$ cat src/dtio_defs.vh
`ifndef DTIO_DEFS_VH
`define DTIO_DEFS_VH

// ----------------------------------------
// timing
// ----------------------------------------
`define DTIO_CLK_MHZ 250
`define DTIO_TICK_MS 100
`define DTIO_PULSE_MAX_KHZ 100
`define DTIO_PULSE_MIN_HALF (`DTIO_CLK_MHZ * 1000 / (2 * `DTIO_PULSE_MAX_KHZ))
`define DTIO_DELAY_MAX 16'h8ca0

// ----------------------------------------
// register offsets
// ----------------------------------------
`define DTIO_OFF_CURVE 8'h00
`define DTIO_OFF_BELOW 8'h04
`define DTIO_OFF_DLY1 8'h08
`define DTIO_OFF_DLY2 8'h0c
`define DTIO_OFF_DLY3 8'h10
`define DTIO_OFF_POL 8'h14
`define DTIO_OFF_MODE 8'h18
`define DTIO_OFF_SWFN 8'h1c
`define DTIO_OFF_RLFN 8'h20
`define DTIO_OFF_HALF 8'h24
`define DTIO_OFF_STAT 8'h28

// ----------------------------------------
// reset values and fields
// ----------------------------------------
`define DTIO_RST_CURVE 12'h321
`define DTIO_RST_BELOW 3'h0
`define DTIO_RST_DLY 16'h0000
`define DTIO_RST_POL 5'h00
`define DTIO_RST_MODE 1'h0
`define DTIO_RST_SWFN 5'h00
`define DTIO_RST_RLFN 5'h02
`define DTIO_RST_HALF 16'h04e2
`define DTIO_FUNC_NONE 5'h00
`define DTIO_FUNC_RUN 5'h01
`define DTIO_FUNC_FAULT 5'h02
`define DTIO_CURVE_MAX 4'h5
`define DTIO_CURVE_4PT 3'h4
`define DTIO_RESP_OKAY 2'h0
`define DTIO_RESP_SLVERR 2'h2

`endif

$ cat src/dtio_delay_timer.v
`timescale 1ns/1ps
`include "dtio_defs.vh"

module dtio_delay_timer (
	input wire aclk, // system clock
	input wire aresetn, // synchronous reset, active low
	input wire tick, // 0.1 s enable pulse
	input wire level, // polarity-corrected terminal level
	input wire [15:0] delay, // hold-off in 0.1 s steps
	output reg state // accepted terminal state
);

	reg prev;
	reg [15:0] count;

	// ----------------------------------------
	// hold-off counter
	// ----------------------------------------
	// a new change restarts the count; state follows once count reaches delay
	always @(posedge aclk) begin
		if (!aresetn) begin
			prev <= 1'b0;
			state <= 1'b0;
			count <= 16'h0000;
		end else begin
			prev <= level;
			if (level != prev) begin
				count <= 16'h0000;
			end else if (state == level) begin
				count <= 16'h0000;
			end else if (count >= delay) begin
				state <= level;
				count <= 16'h0000;
			end else if (tick) begin
				count <= count + 16'h0001;
			end
		end
	end

endmodule

$ cat src/dtio_top.v
`timescale 1ns/1ps
`include "dtio_defs.vh"

module dtio_top #(
	parameter TICK_CYCLES = `DTIO_TICK_MS * 1000 * `DTIO_CLK_MHZ // cycles per 0.1 s
) (
	input wire aclk, // system clock
	input wire aresetn, // synchronous reset, active low
	input wire [7:0] s_axi_awaddr, // write address
	input wire s_axi_awvalid, // write address valid
	output wire s_axi_awready, // write address ready
	input wire [31:0] s_axi_wdata, // write data
	input wire [3:0] s_axi_wstrb, // write byte strobes
	input wire s_axi_wvalid, // write data valid
	output wire s_axi_wready, // write data ready
	output reg [1:0] s_axi_bresp, // write response
	output reg s_axi_bvalid, // write response valid
	input wire s_axi_bready, // write response ready
	input wire [7:0] s_axi_araddr, // read address
	input wire s_axi_arvalid, // read address valid
	output wire s_axi_arready, // read address ready
	output reg [31:0] s_axi_rdata, // read data
	output reg [1:0] s_axi_rresp, // read response
	output reg s_axi_rvalid, // read data valid
	input wire s_axi_rready, // read data ready
	input wire [47:0] analog_scaled, // curve result per input, 16 bits each
	input wire [47:0] analog_min_setting, // curve value at minimum input, per input
	input wire [2:0] analog_below_min, // reading below curve minimum, per input
	output reg [47:0] analog_result, // conditioned result per input
	output reg [8:0] analog_curve_code, // selected curve 1..5, 3 bits per input
	output reg [2:0] analog_four_point, // selected curve is four-point
	input wire digital_in_one, // terminal one, low when grounded
	input wire digital_in_two, // terminal two, low when grounded
	input wire digital_in_three, // terminal three, low when grounded
	input wire digital_in_four, // terminal four, low when grounded
	input wire digital_in_five, // terminal five, low when grounded
	output wire [4:0] digital_active, // accepted asserted state per terminal
	input wire drive_running, // drive running and producing output
	input wire drive_faulted, // drive stopped on a fault
	output reg fast_multiplexed_output, // fast output terminal level
	output wire fast_pulse_output_mode, // fast terminal in pulse mode
	output reg open_collector_switch_output, // switch function level
	output reg first_relay_contact // relay one coil drive
);

	// ----------------------------------------
	// registers
	// ----------------------------------------
	reg [11:0] curve_select_param;
	reg [2:0] below_minimum_select_param;
	reg [15:0] input_one_delay_param;
	reg [15:0] input_two_delay_param;
	reg [15:0] input_three_delay_param;
	reg [4:0] input_polarity_param;
	reg fast_output_mode_param;
	reg [4:0] switch_output_function_param;
	reg [4:0] relay_one_function_param;
	reg [15:0] pulse_half_period;

	reg aw_hold;
	reg w_hold;
	reg [7:0] aw_addr;
	reg [31:0] w_data;
	reg [3:0] w_strb;
	wire aw_take;
	wire w_take;
	wire have_aw;
	wire have_w;
	wire do_write;
	wire [7:0] wa;
	wire [31:0] wd;
	wire [3:0] ws;
	wire [31:0] mask;
	wire [31:0] status_word;

	// ----------------------------------------
	// write channel
	// ----------------------------------------
	// address and data are taken in either order; the write acts once both are in
	assign s_axi_awready = ~aw_hold & ~s_axi_bvalid;
	assign s_axi_wready = ~w_hold & ~s_axi_bvalid;
	assign aw_take = s_axi_awvalid & s_axi_awready;
	assign w_take = s_axi_wvalid & s_axi_wready;
	assign have_aw = aw_hold | aw_take;
	assign have_w = w_hold | w_take;
	assign do_write = have_aw & have_w;
	assign wa = aw_hold ? aw_addr : s_axi_awaddr;
	assign wd = w_hold ? w_data : s_axi_wdata;
	assign ws = w_hold ? w_strb : s_axi_wstrb;
	assign mask = {{8{ws[3]}}, {8{ws[2]}}, {8{ws[1]}}, {8{ws[0]}}};

	// merge strobed bytes of the new data into the old word
	function [31:0] dtio_merge;
		input [31:0] old;
		input [31:0] new_word;
		input [31:0] m;
		begin
			dtio_merge = (old & ~m) | (new_word & m);
		end
	endfunction

	// clamp a delay setting to the longest hold-off
	function [15:0] dtio_clamp_dly;
		input [15:0] v;
		begin
			dtio_clamp_dly = (v > `DTIO_DELAY_MAX) ? `DTIO_DELAY_MAX : v;
		end
	endfunction

	// shortest half period, cut to the register width on purpose
	localparam integer MIN_HALF_FULL = `DTIO_PULSE_MIN_HALF;
	localparam [15:0] MIN_HALF = MIN_HALF_FULL[15:0];

	// raise a pulse half period to the shortest allowed
	function [15:0] dtio_clamp_half;
		input [15:0] v;
		begin
			dtio_clamp_half = (v < MIN_HALF) ? MIN_HALF : v;
		end
	endfunction

	wire [31:0] m_curve = dtio_merge({20'h00000, curve_select_param}, wd, mask);
	wire [31:0] m_below = dtio_merge({23'h000000, below_minimum_select_param[2], 3'h0,
		below_minimum_select_param[1], 3'h0, below_minimum_select_param[0]}, wd, mask);
	wire [31:0] m_dly1 = dtio_merge({16'h0000, input_one_delay_param}, wd, mask);
	wire [31:0] m_dly2 = dtio_merge({16'h0000, input_two_delay_param}, wd, mask);
	wire [31:0] m_dly3 = dtio_merge({16'h0000, input_three_delay_param}, wd, mask);
	wire [31:0] m_pol = dtio_merge({15'h0000, input_polarity_param[4], 3'h0,
		input_polarity_param[3], 3'h0, input_polarity_param[2], 3'h0,
		input_polarity_param[1], 3'h0, input_polarity_param[0]}, wd, mask);
	wire [31:0] m_mode = dtio_merge({31'h00000000, fast_output_mode_param}, wd, mask);
	wire [31:0] m_swfn = dtio_merge({27'h0000000, switch_output_function_param}, wd, mask);
	wire [31:0] m_rlfn = dtio_merge({27'h0000000, relay_one_function_param}, wd, mask);
	wire [31:0] m_half = dtio_merge({16'h0000, pulse_half_period}, wd, mask);

	// holding registers, register writes and the write response
	always @(posedge aclk) begin
		if (!aresetn) begin
			aw_hold <= 1'b0;
			w_hold <= 1'b0;
			aw_addr <= 8'h00;
			w_data <= 32'h00000000;
			w_strb <= 4'h0;
			s_axi_bvalid <= 1'b0;
			s_axi_bresp <= `DTIO_RESP_OKAY;
			curve_select_param <= `DTIO_RST_CURVE;
			below_minimum_select_param <= `DTIO_RST_BELOW;
			input_one_delay_param <= `DTIO_RST_DLY;
			input_two_delay_param <= `DTIO_RST_DLY;
			input_three_delay_param <= `DTIO_RST_DLY;
			input_polarity_param <= `DTIO_RST_POL;
			fast_output_mode_param <= `DTIO_RST_MODE;
			switch_output_function_param <= `DTIO_RST_SWFN;
			relay_one_function_param <= `DTIO_RST_RLFN;
			pulse_half_period <= `DTIO_RST_HALF;
		end else begin
			if (s_axi_bvalid && s_axi_bready) begin
				s_axi_bvalid <= 1'b0;
			end
			if (do_write) begin
				aw_hold <= 1'b0;
				w_hold <= 1'b0;
				s_axi_bvalid <= 1'b1;
				s_axi_bresp <= `DTIO_RESP_OKAY;
				if (wa[7:2] == `DTIO_OFF_CURVE >> 2) begin
					curve_select_param <= m_curve[11:0];
				end else if (wa[7:2] == `DTIO_OFF_BELOW >> 2) begin
					below_minimum_select_param <= {m_below[8], m_below[4], m_below[0]};
				end else if (wa[7:2] == `DTIO_OFF_DLY1 >> 2) begin
					input_one_delay_param <= dtio_clamp_dly(m_dly1[15:0]);
				end else if (wa[7:2] == `DTIO_OFF_DLY2 >> 2) begin
					input_two_delay_param <= dtio_clamp_dly(m_dly2[15:0]);
				end else if (wa[7:2] == `DTIO_OFF_DLY3 >> 2) begin
					input_three_delay_param <= dtio_clamp_dly(m_dly3[15:0]);
				end else if (wa[7:2] == `DTIO_OFF_POL >> 2) begin
					input_polarity_param <= {m_pol[16], m_pol[12], m_pol[8], m_pol[4],
						m_pol[0]};
				end else if (wa[7:2] == `DTIO_OFF_MODE >> 2) begin
					fast_output_mode_param <= m_mode[0];
				end else if (wa[7:2] == `DTIO_OFF_SWFN >> 2) begin
					switch_output_function_param <= m_swfn[4:0];
				end else if (wa[7:2] == `DTIO_OFF_RLFN >> 2) begin
					relay_one_function_param <= m_rlfn[4:0];
				end else if (wa[7:2] == `DTIO_OFF_HALF >> 2) begin
					pulse_half_period <= dtio_clamp_half(m_half[15:0]);
				end else begin
					s_axi_bresp <= `DTIO_RESP_SLVERR;
				end
			end else begin
				if (aw_take) begin
					aw_hold <= 1'b1;
					aw_addr <= s_axi_awaddr;
				end
				if (w_take) begin
					w_hold <= 1'b1;
					w_data <= s_axi_wdata;
					w_strb <= s_axi_wstrb;
				end
			end
		end
	end

	// ----------------------------------------
	// read channel
	// ----------------------------------------
	assign s_axi_arready = ~s_axi_rvalid;

	// decode the read address and answer one cycle after it is taken
	always @(posedge aclk) begin
		if (!aresetn) begin
			s_axi_rvalid <= 1'b0;
			s_axi_rdata <= 32'h00000000;
			s_axi_rresp <= `DTIO_RESP_OKAY;
		end else if (s_axi_rvalid) begin
			if (s_axi_rready) begin
				s_axi_rvalid <= 1'b0;
			end
		end else if (s_axi_arvalid) begin
			s_axi_rvalid <= 1'b1;
			s_axi_rresp <= `DTIO_RESP_OKAY;
			if (s_axi_araddr[7:2] == `DTIO_OFF_CURVE >> 2) begin
				s_axi_rdata <= {20'h00000, curve_select_param};
			end else if (s_axi_araddr[7:2] == `DTIO_OFF_BELOW >> 2) begin
				s_axi_rdata <= {23'h000000, below_minimum_select_param[2], 3'h0,
					below_minimum_select_param[1], 3'h0, below_minimum_select_param[0]};
			end else if (s_axi_araddr[7:2] == `DTIO_OFF_DLY1 >> 2) begin
				s_axi_rdata <= {16'h0000, input_one_delay_param};
			end else if (s_axi_araddr[7:2] == `DTIO_OFF_DLY2 >> 2) begin
				s_axi_rdata <= {16'h0000, input_two_delay_param};
			end else if (s_axi_araddr[7:2] == `DTIO_OFF_DLY3 >> 2) begin
				s_axi_rdata <= {16'h0000, input_three_delay_param};
			end else if (s_axi_araddr[7:2] == `DTIO_OFF_POL >> 2) begin
				s_axi_rdata <= m_pol_read(input_polarity_param);
			end else if (s_axi_araddr[7:2] == `DTIO_OFF_MODE >> 2) begin
				s_axi_rdata <= {31'h00000000, fast_output_mode_param};
			end else if (s_axi_araddr[7:2] == `DTIO_OFF_SWFN >> 2) begin
				s_axi_rdata <= {27'h0000000, switch_output_function_param};
			end else if (s_axi_araddr[7:2] == `DTIO_OFF_RLFN >> 2) begin
				s_axi_rdata <= {27'h0000000, relay_one_function_param};
			end else if (s_axi_araddr[7:2] == `DTIO_OFF_HALF >> 2) begin
				s_axi_rdata <= {16'h0000, pulse_half_period};
			end else if (s_axi_araddr[7:2] == `DTIO_OFF_STAT >> 2) begin
				s_axi_rdata <= status_word;
			end else begin
				s_axi_rdata <= 32'h00000000;
				s_axi_rresp <= `DTIO_RESP_SLVERR;
			end
		end
	end

	// spread the polarity bits one per decimal digit nibble
	function [31:0] m_pol_read;
		input [4:0] p;
		begin
			m_pol_read = {15'h0000, p[4], 3'h0, p[3], 3'h0, p[2], 3'h0, p[1], 3'h0, p[0]};
		end
	endfunction

	// ----------------------------------------
	// analog inputs
	// ----------------------------------------
	genvar gi;
	generate
		for (gi = 0; gi < 3; gi = gi + 1) begin : g_analog
			wire [3:0] digit = curve_select_param[4 * gi + 3:4 * gi];
			wire digit_ok = (digit != 4'h0) && (digit <= `DTIO_CURVE_MAX);
			wire [2:0] code = digit_ok ? digit[2:0] : 3'h1;

			// curve choice and below-minimum substitution per input
			always @(posedge aclk) begin
				if (!aresetn) begin
					analog_curve_code[3 * gi + 2:3 * gi] <= 3'h1;
					analog_four_point[gi] <= 1'b0;
					analog_result[16 * gi + 15:16 * gi] <= 16'h0000;
				end else begin
					analog_curve_code[3 * gi + 2:3 * gi] <= code;
					analog_four_point[gi] <= (code >= `DTIO_CURVE_4PT);
					if (!analog_below_min[gi]) begin
						analog_result[16 * gi + 15:16 * gi] <= analog_scaled[16 * gi + 15:16 * gi];
					end else if (below_minimum_select_param[gi]) begin
						analog_result[16 * gi + 15:16 * gi] <= 16'h0000;
					end else begin
						analog_result[16 * gi + 15:16 * gi] <=
							analog_min_setting[16 * gi + 15:16 * gi];
					end
				end
			end
		end
	endgenerate

	// ----------------------------------------
	// digital inputs
	// ----------------------------------------
	reg [24:0] tick_count;
	reg tick;
	reg [4:0] pin_sync;
	wire [4:0] pin_level = {digital_in_five, digital_in_four, digital_in_three,
		digital_in_two, digital_in_one};
	wire [4:0] asserted_level = ~pin_sync ^ input_polarity_param;
	wire [47:0] delay_set = {input_three_delay_param, input_two_delay_param,
		input_one_delay_param};

	// 0.1 s prescaler and terminal sampling
	always @(posedge aclk) begin
		if (!aresetn) begin
			tick_count <= 25'h0000000;
			tick <= 1'b0;
			pin_sync <= 5'h1f;
		end else begin
			pin_sync <= pin_level;
			if (tick_count == TICK_CYCLES - 1) begin
				tick_count <= 25'h0000000;
				tick <= 1'b1;
			end else begin
				tick_count <= tick_count + 25'h0000001;
				tick <= 1'b0;
			end
		end
	end

	generate
		for (gi = 0; gi < 5; gi = gi + 1) begin : g_digital
			if (gi < 3) begin : g_timed
				dtio_delay_timer u_timer (
					.aclk(aclk),
					.aresetn(aresetn),
					.tick(tick),
					.level(asserted_level[gi]),
					.delay(delay_set[16 * gi + 15:16 * gi]),
					.state(digital_active[gi])
				);
			end else begin : g_direct
				reg state;
				// terminals four and five follow without hold-off
				always @(posedge aclk) begin
					if (!aresetn) begin
						state <= 1'b0;
					end else begin
						state <= asserted_level[gi];
					end
				end
				assign digital_active[gi] = state;
			end
		end
	endgenerate

	// ----------------------------------------
	// outputs
	// ----------------------------------------
	// map a function selection to its drive state
	function dtio_func;
		input [4:0] sel;
		input run;
		input fault;
		begin
			if (sel == `DTIO_FUNC_RUN) begin
				dtio_func = run;
			end else if (sel == `DTIO_FUNC_FAULT) begin
				dtio_func = fault;
			end else begin
				dtio_func = 1'b0;
			end
		end
	endfunction

	reg [15:0] pulse_count;
	reg pulse_level;

	assign fast_pulse_output_mode = ~fast_output_mode_param;

	// square wave whose half period is never below the 100 kHz limit
	always @(posedge aclk) begin
		if (!aresetn || fast_output_mode_param) begin
			pulse_count <= 16'h0000;
			pulse_level <= 1'b0;
		end else if (pulse_count >= pulse_half_period - 16'h0001) begin
			pulse_count <= 16'h0000;
			pulse_level <= ~pulse_level;
		end else begin
			pulse_count <= pulse_count + 16'h0001;
		end
	end

	// function routing and fast terminal mux
	always @(posedge aclk) begin
		if (!aresetn) begin
			open_collector_switch_output <= 1'b0;
			first_relay_contact <= 1'b0;
			fast_multiplexed_output <= 1'b0;
		end else begin
			open_collector_switch_output <= dtio_func(switch_output_function_param,
				drive_running, drive_faulted);
			first_relay_contact <= dtio_func(relay_one_function_param, drive_running,
				drive_faulted);
			if (fast_output_mode_param) begin
				fast_multiplexed_output <= dtio_func(switch_output_function_param,
					drive_running, drive_faulted);
			end else begin
				fast_multiplexed_output <= pulse_level;
			end
		end
	end

	// status word for software
	assign status_word = {23'h000000, fast_pulse_output_mode, fast_multiplexed_output,
		first_relay_contact, open_collector_switch_output, digital_active};

endmodule

$ cat config.mk
export PLATFORM = sky130hd
export DESIGN_NAME = dtio_top
export DESIGN_NICKNAME = d
export VERILOG_FILES = /design/src/dtio_delay_timer.v /design/src/dtio_top.v
export VERILOG_INCLUDE_DIRS = /design/src
export SDC_FILE = /design/constraint.sdc
export NUM_CORES = 1
export LEC_CHECK = 0
export BUFFER_PORTS_ARGS = -buffer_cell sky130_fd_sc_hd__clkbuf_2
export CAP_MARGIN = 15
export CORE_ASPECT_RATIO = 0.6
export CORE_MARGIN = 1
export CORE_UTILIZATION = 51
export CTS_CLUSTER_SIZE = 28
export DETAILED_ROUTE_END_ITERATION = 8
export PLACE_DENSITY_LB_ADDON = 0.2
export SYNTH_ARGS = -nofsm -noshare
export SYNTH_HDL_FRONTEND = slang
export SYNTH_HIERARCHICAL = 1
export SYNTH_SLANG_ARGS = --single-unit
$ cat constraint.sdc
create_clock -name aclk -period 3.1 [get_ports aclk]
set_clock_uncertainty 0.1 [all_clocks]
set_input_delay 0.62 -clock aclk [delete_from_list [all_inputs] [get_ports aclk]]
set_output_delay 0.62 -clock aclk [all_outputs]
set_load 0.01 [all_outputs]
**Word level (Yosys, flattened, before mapping)**

Cells that the tools add are included.
W data, S select, Z words.

- Add/sub/neg operators: 6
- Multiplexer cells: 59
- $lt $le $gt $ge: 14
- Reductions and logical operators: 34
- Bitwise gates (word level): 54
- Equal/unequal tests: 30

Operators by type and width:

| operator | count |
|---|---|
| $mux W16 | 14 |
| $mux W17 | 7 |
| $add A16 B1 Y16 const B | 4 |
| $and A16 B16 Y16 | 4 |
| $ge A16 B16 Y1 | 4 |
| $or A16 B16 Y16 | 4 |
| $eq A6 B3 Y1 const B | 8 |
| $gt A16 B16 Y1 const B | 3 |
| $mux W2 | 21 |
| $and A17 B17 Y17 | 2 |
| $eq A6 B4 Y1 const B | 5 |
| $add A25 B1 Y25 const B | 1 |
| $eq A25 B25 Y1 const B | 1 |
| $eq A6 B2 Y1 const B | 4 |
| $not A1 Y1 | 23 |
| $not A17 Y17 | 1 |
| $or A17 B17 Y17 | 1 |
| $lt A16 B11 Y1 const B | 1 |
| $sub A16 B1 Y16 const B | 1 |
| $and A12 B12 Y12 | 1 |
| $eq A6 B1 Y1 const B | 2 |
| $le A4 B3 Y1 const B | 3 |
| $logic_not A6 Y1 | 2 |
| $mux W3 | 4 |
| 34 further kinds | 76 |

- Output and inout port bits: 110
- Bits of input ports: 165
- Register bits: 330
- Word-level logic and storage cells: 245

**Logic depth before layout (Yosys ltp)**

- Word-level depth: 12
- Depth in mapped cells: 15
- Gate-level depth less buffers: 14

**Cells and area by module**

Netlist, hierarchy kept.

Modules (own cells, without submodules):

| module | cells each | sequential area each (um2) | instances | area an instance (um2) |
|---|---|---|---|---|
| dtio_top | 1459 | 5084.9 | 1 | 12440.7 |
| dtio_delay_timer | 141 | 360.3 | 3 | 1203.7 |

**Worst setup path before layout**

OpenSTA, ideal clock, no wires.

- Path type: register to register
- Start point: register pulse_half_period[2]
- End point: register pulse_count[10]
- Setup time: 0.065 ns
- Stages on the path, launching flop included: 15
- Data arrival time: 3.250 ns
- Data required time: 2.935 ns
- Path buffers: 1
- Path slack: -0.315 ns
- Cell sequence: dfxtp_1 or3_1 nor4_1 nor4b_1 nand2_1 xor2_1 ha_1 a21o_1 a21o_1 a21oi_1 o21ai_0 a21oi_1 nand2_1 clkbuf_1 nor2_1

- Word-level cells in the longest chain between the ends: 3

RTL lines:

| what | RTL line | text |
|---|---|---|
| from (decl) | dtio_top.v:58 | `reg [15:0] pulse_half_period;` |
| from (signal assigned) | dtio_top.v:155 | `` pulse_half_period <= `DTIO_RST_HALF; `` |
| from (signal assigned) | dtio_top.v:185 | `pulse_half_period <= dtio_clamp_half(m_half[15:0]);` |
| $sub A16 B1 Y16 | dtio_top.v:376 | `end else if (pulse_count >= pulse_half_period - 16'h0001) begin` |
| $ge A16 B16 Y1 | dtio_top.v:376 |  |
| $reduce_or A2 Y1 (no line) | n/a |  |
| to (signal assigned) | dtio_top.v:380 | `pulse_count <= pulse_count + 16'h0001;` |
| to (decl) | dtio_top.v:366 | `reg [15:0] pulse_count;` |

Every way passes these cells.
A chain may end at the register's enable or synchronous reset.

**Final worst setup path**

- Start point: register pulse_half_period[3]
- End point: register pulse_level

- Word-level cells in the longest chain between the ends: 2

RTL lines:

| what | RTL line | text |
|---|---|---|
| $sub A16 B1 Y16 | dtio_top.v:376 |  |
| $ge A16 B16 Y1 | dtio_top.v:376 |  |
| to (signal assigned) | dtio_top.v:378 | `pulse_level <= ~pulse_level;` |
| to (decl) | dtio_top.v:367 | `reg pulse_level;` |

Every way passes these cells.

==> reports/metrics.yaml <==
seq_area_sq_um: 6167
antenna_found_initial: 0
synthAdderAreaFrac: 0.05456
die_w_um: 231.0
cts_max_level: 1
grt_pass1_wl_mm: 79.72
cp-end-kind: "flip-flop"
max_stage_delay_ns: 0.42
fill_cells: 2674
first_pass_iters: 6
grt_overflow: 0
final_max_slew_viol_count: 0
cp-start-kind: "flip-flop"
ys_types: 100
rr_worst_depth: 14
vias: 14970
syn-instance-count: 1882
worst_pin_slew_ns: 1.059
ctsHoldBuffers: 0
io_buffers: 237
setup_viol: 17
layout_commonest_cell: "dfxtp_1"
drt_iter0_drc: 1483
clock_path_buffers: 3
fp.dieH_um: 139.4
core_sq_um: 30470
vias_per_cell: 5.842
area_delta_synth_final_pct: 17.00
drc: 0
hold_class: "in2reg"
path_clk_slew_ns: 0.07
wirelength_mm: 52.18
yosysSeqAreaShare: 0.3841
power_density_nw_per_um2: 464.0
yosysWarnings: 6
cts_tree: "done"
min_to: "pin_sync[0]$_SDFF_PN1_"
synthMuxAreaShare: 0.04272
synth_xor_area_frac: 0.05511
relSlewSlack: 0.2927
ys.flop_type: "dfxtp_1"
synthSimpleGateAreaFrac: 0.2405
crit_cells: 14
finalCritPeriodShare: 1.036
regToRegSetupSlack_ns: -0.11
synth_area_sq_um: 16050
initial_core_util: 0.5268
first_global_vias: 13860
layout.nets: 2366
core.rowCount: 49
cp_data_arrival_time_ns: 3.55
worst_slack_ns: -0.1115
r2r_start: "pulse_half_period[3]$_SDFFE_PN0P_"
wire_per_inst_um: 20.36
multi_input_area_sq_um: 9184
ir_drop_uv: 388.1
cts-root-buf: "clkbuf_16"
layout_common_cells: "dfxtp_1, nor2_1, clkbuf_2"
postRouteAntennaNets: 0
hold_start: "digital_in_one"
gp_congestion: 0.9804
track_usage: 0.3174
ios: 275
leakage_nw: 7.472
clk_latency_ns: 0.57
critPathKind: "reg2reg"
cpMaxStageDelayCell: "or3_4"
violations: "setup timing"
antenna_cells: 0
drive_gt1_frac: 0.2075
r2r-end: "pulse_level$_SDFFE_PP0P_"
grt_max_degree: 48
crit_fanout: 3
synth-compound-area-share: 0.1700
fmax_mhz: 311.4
drv_cap: 0
syn_area_per_cell_sq_um: 8.529
grt_setup_unrepaired: "true"
cp.required_ns: 3.44
cts_inserted_buffers: 29
synth_top_family_by_area: "simple AND/OR/NAND/NOR gates"
holdWs_ns: 0.1218
setup_tns_ns: -0.9531
clock_sinks: 308
async_flop_share: 0
period_needed_ns: 3.212
status: "complete, but fails checks"
crit_family: "simple AND/OR/NAND/NOR gates"
ys_ff_latch: 308
crit_buf_inv: 2
hold_violations: 0
hpwl_mm: 40.40
path_cells: "or3_4 -> nor4_4 -> nor4b_4 -> buf_4 -> xnor2_1 -> ha_1 -> a21o_1 -> a21o_1 -> a21oi_2 -> o21ai_2 -> a21oi_2 -> buf_4 -> xor2_2 -> nor3_2"
fp.dieArea_sq_um: 32210
synth_edf_count: 0
holdPathStages: 2
-- through the flow --
step	total power [mW]	util	area [sq um]	cells	setup slack, ns
4_1_cts	8.729	0.6148	18730	2561	0.01360
2_1_floorplan	4.854	-	16150	1898	0.02196
6_report	8.715	0.6164	18780	2562	-0.1115
3_5_place_dp	5.302	0.5847	17820	2507	-0.1090
5_1_grt	9.018	0.6164	18780	2562	-0.2983
3_3_place_gp	5.287	0.5847	17820	2507	-0.05865
-- kinds of logic after synthesis --
kind of cell / count (synthesis)
other cells: 1
mux: 62
simple gates: 758
flops: 308
buf+inv: 176
fa+ha+maj: 70
compound gates: 406
xor+xnor: 101
-- cell usage after synthesis (all sizes together) (16+ instances only) --
library cell	n	area share
dfxtp	308	0.38
nor2	252	0.061
nand2	168	0.040
a21oi	150	0.048
o21ai	79	0.025
inv	72	0.017
ha	70	0.055
xor2	62	0.034
nor2b	58	0.023
nor3	55	0.019
clkbuf	54	0.013
nand3	53	0.017
buf	49	0.023
mux2i	45	0.030
xnor2	39	0.021
nand4	32	0.016
a211oi	26	0.013
nand2b	26	0.010
and3	21	0.0082
nor4	20	0.0086
a22oi	17	0.0083
a21o	16	0.0076
mux2	16	0.011
nor3b	16	0.0085
-- report_power, final --
group          internal [mW]  switching [mW]
Sequential              4.06          0.0761
Clock                   1.90            1.56
Combinational          0.418           0.705
-- routing by layer --
metal	share of wire	vias to the layer above	global-route usage
met1	0.46	7070	0.4586
met3	0.12	62	0.1143
met5	0	-	0
met2	0.40	724	0.4531
met4	0.017	0	0.05472
li1	-	7112	-
-- final cells by class --
type | instances | share of cell area
multi-input cells | 1414 | 0.4890
flip-flops and latches | 308 | 0.3284
repair buffers | 305 | 0.09254
clock buffers | 48 | 0.04617
well taps | 408 | 0.02718
inverters | 73 | 0.01472
clock inverters | 6 | 0.001999
-- timing repair --
item,4_1_cts,5_1_grt
gates resized for setup,2,10
setup buffers,0,1
setup endpoints to repair,16,17
pin swaps,3,10
-- worst max path at each step --
stage / start / to / slack [ns]
5_1_grt: pulse_half_period[3]$_SDFFE_PN0P_ / pulse_level$_SDFFE_PP0P_ / -0.30
2_1_floorplan: pulse_half_period[2]$_SDFFE_PN0P_ / pulse_count[10]$_SDFF_PP0_ / 0.02
4_1_cts: pulse_half_period[2]$_SDFFE_PN0P_ / pulse_level$_SDFFE_PP0P_ / 0.01
3_3_place_gp: pulse_half_period[2]$_SDFFE_PN0P_ / pulse_level$_SDFFE_PP0P_ / -0.06
6_report: pulse_half_period[3]$_SDFFE_PN0P_ / pulse_level$_SDFFE_PP0P_ / -0.11
3_5_place_dp: pulse_half_period[2]$_SDFFE_PN0P_ / pulse_level$_SDFFE_PP0P_ / -0.11
Note: power is estimated with default switching activity, not from simulation.
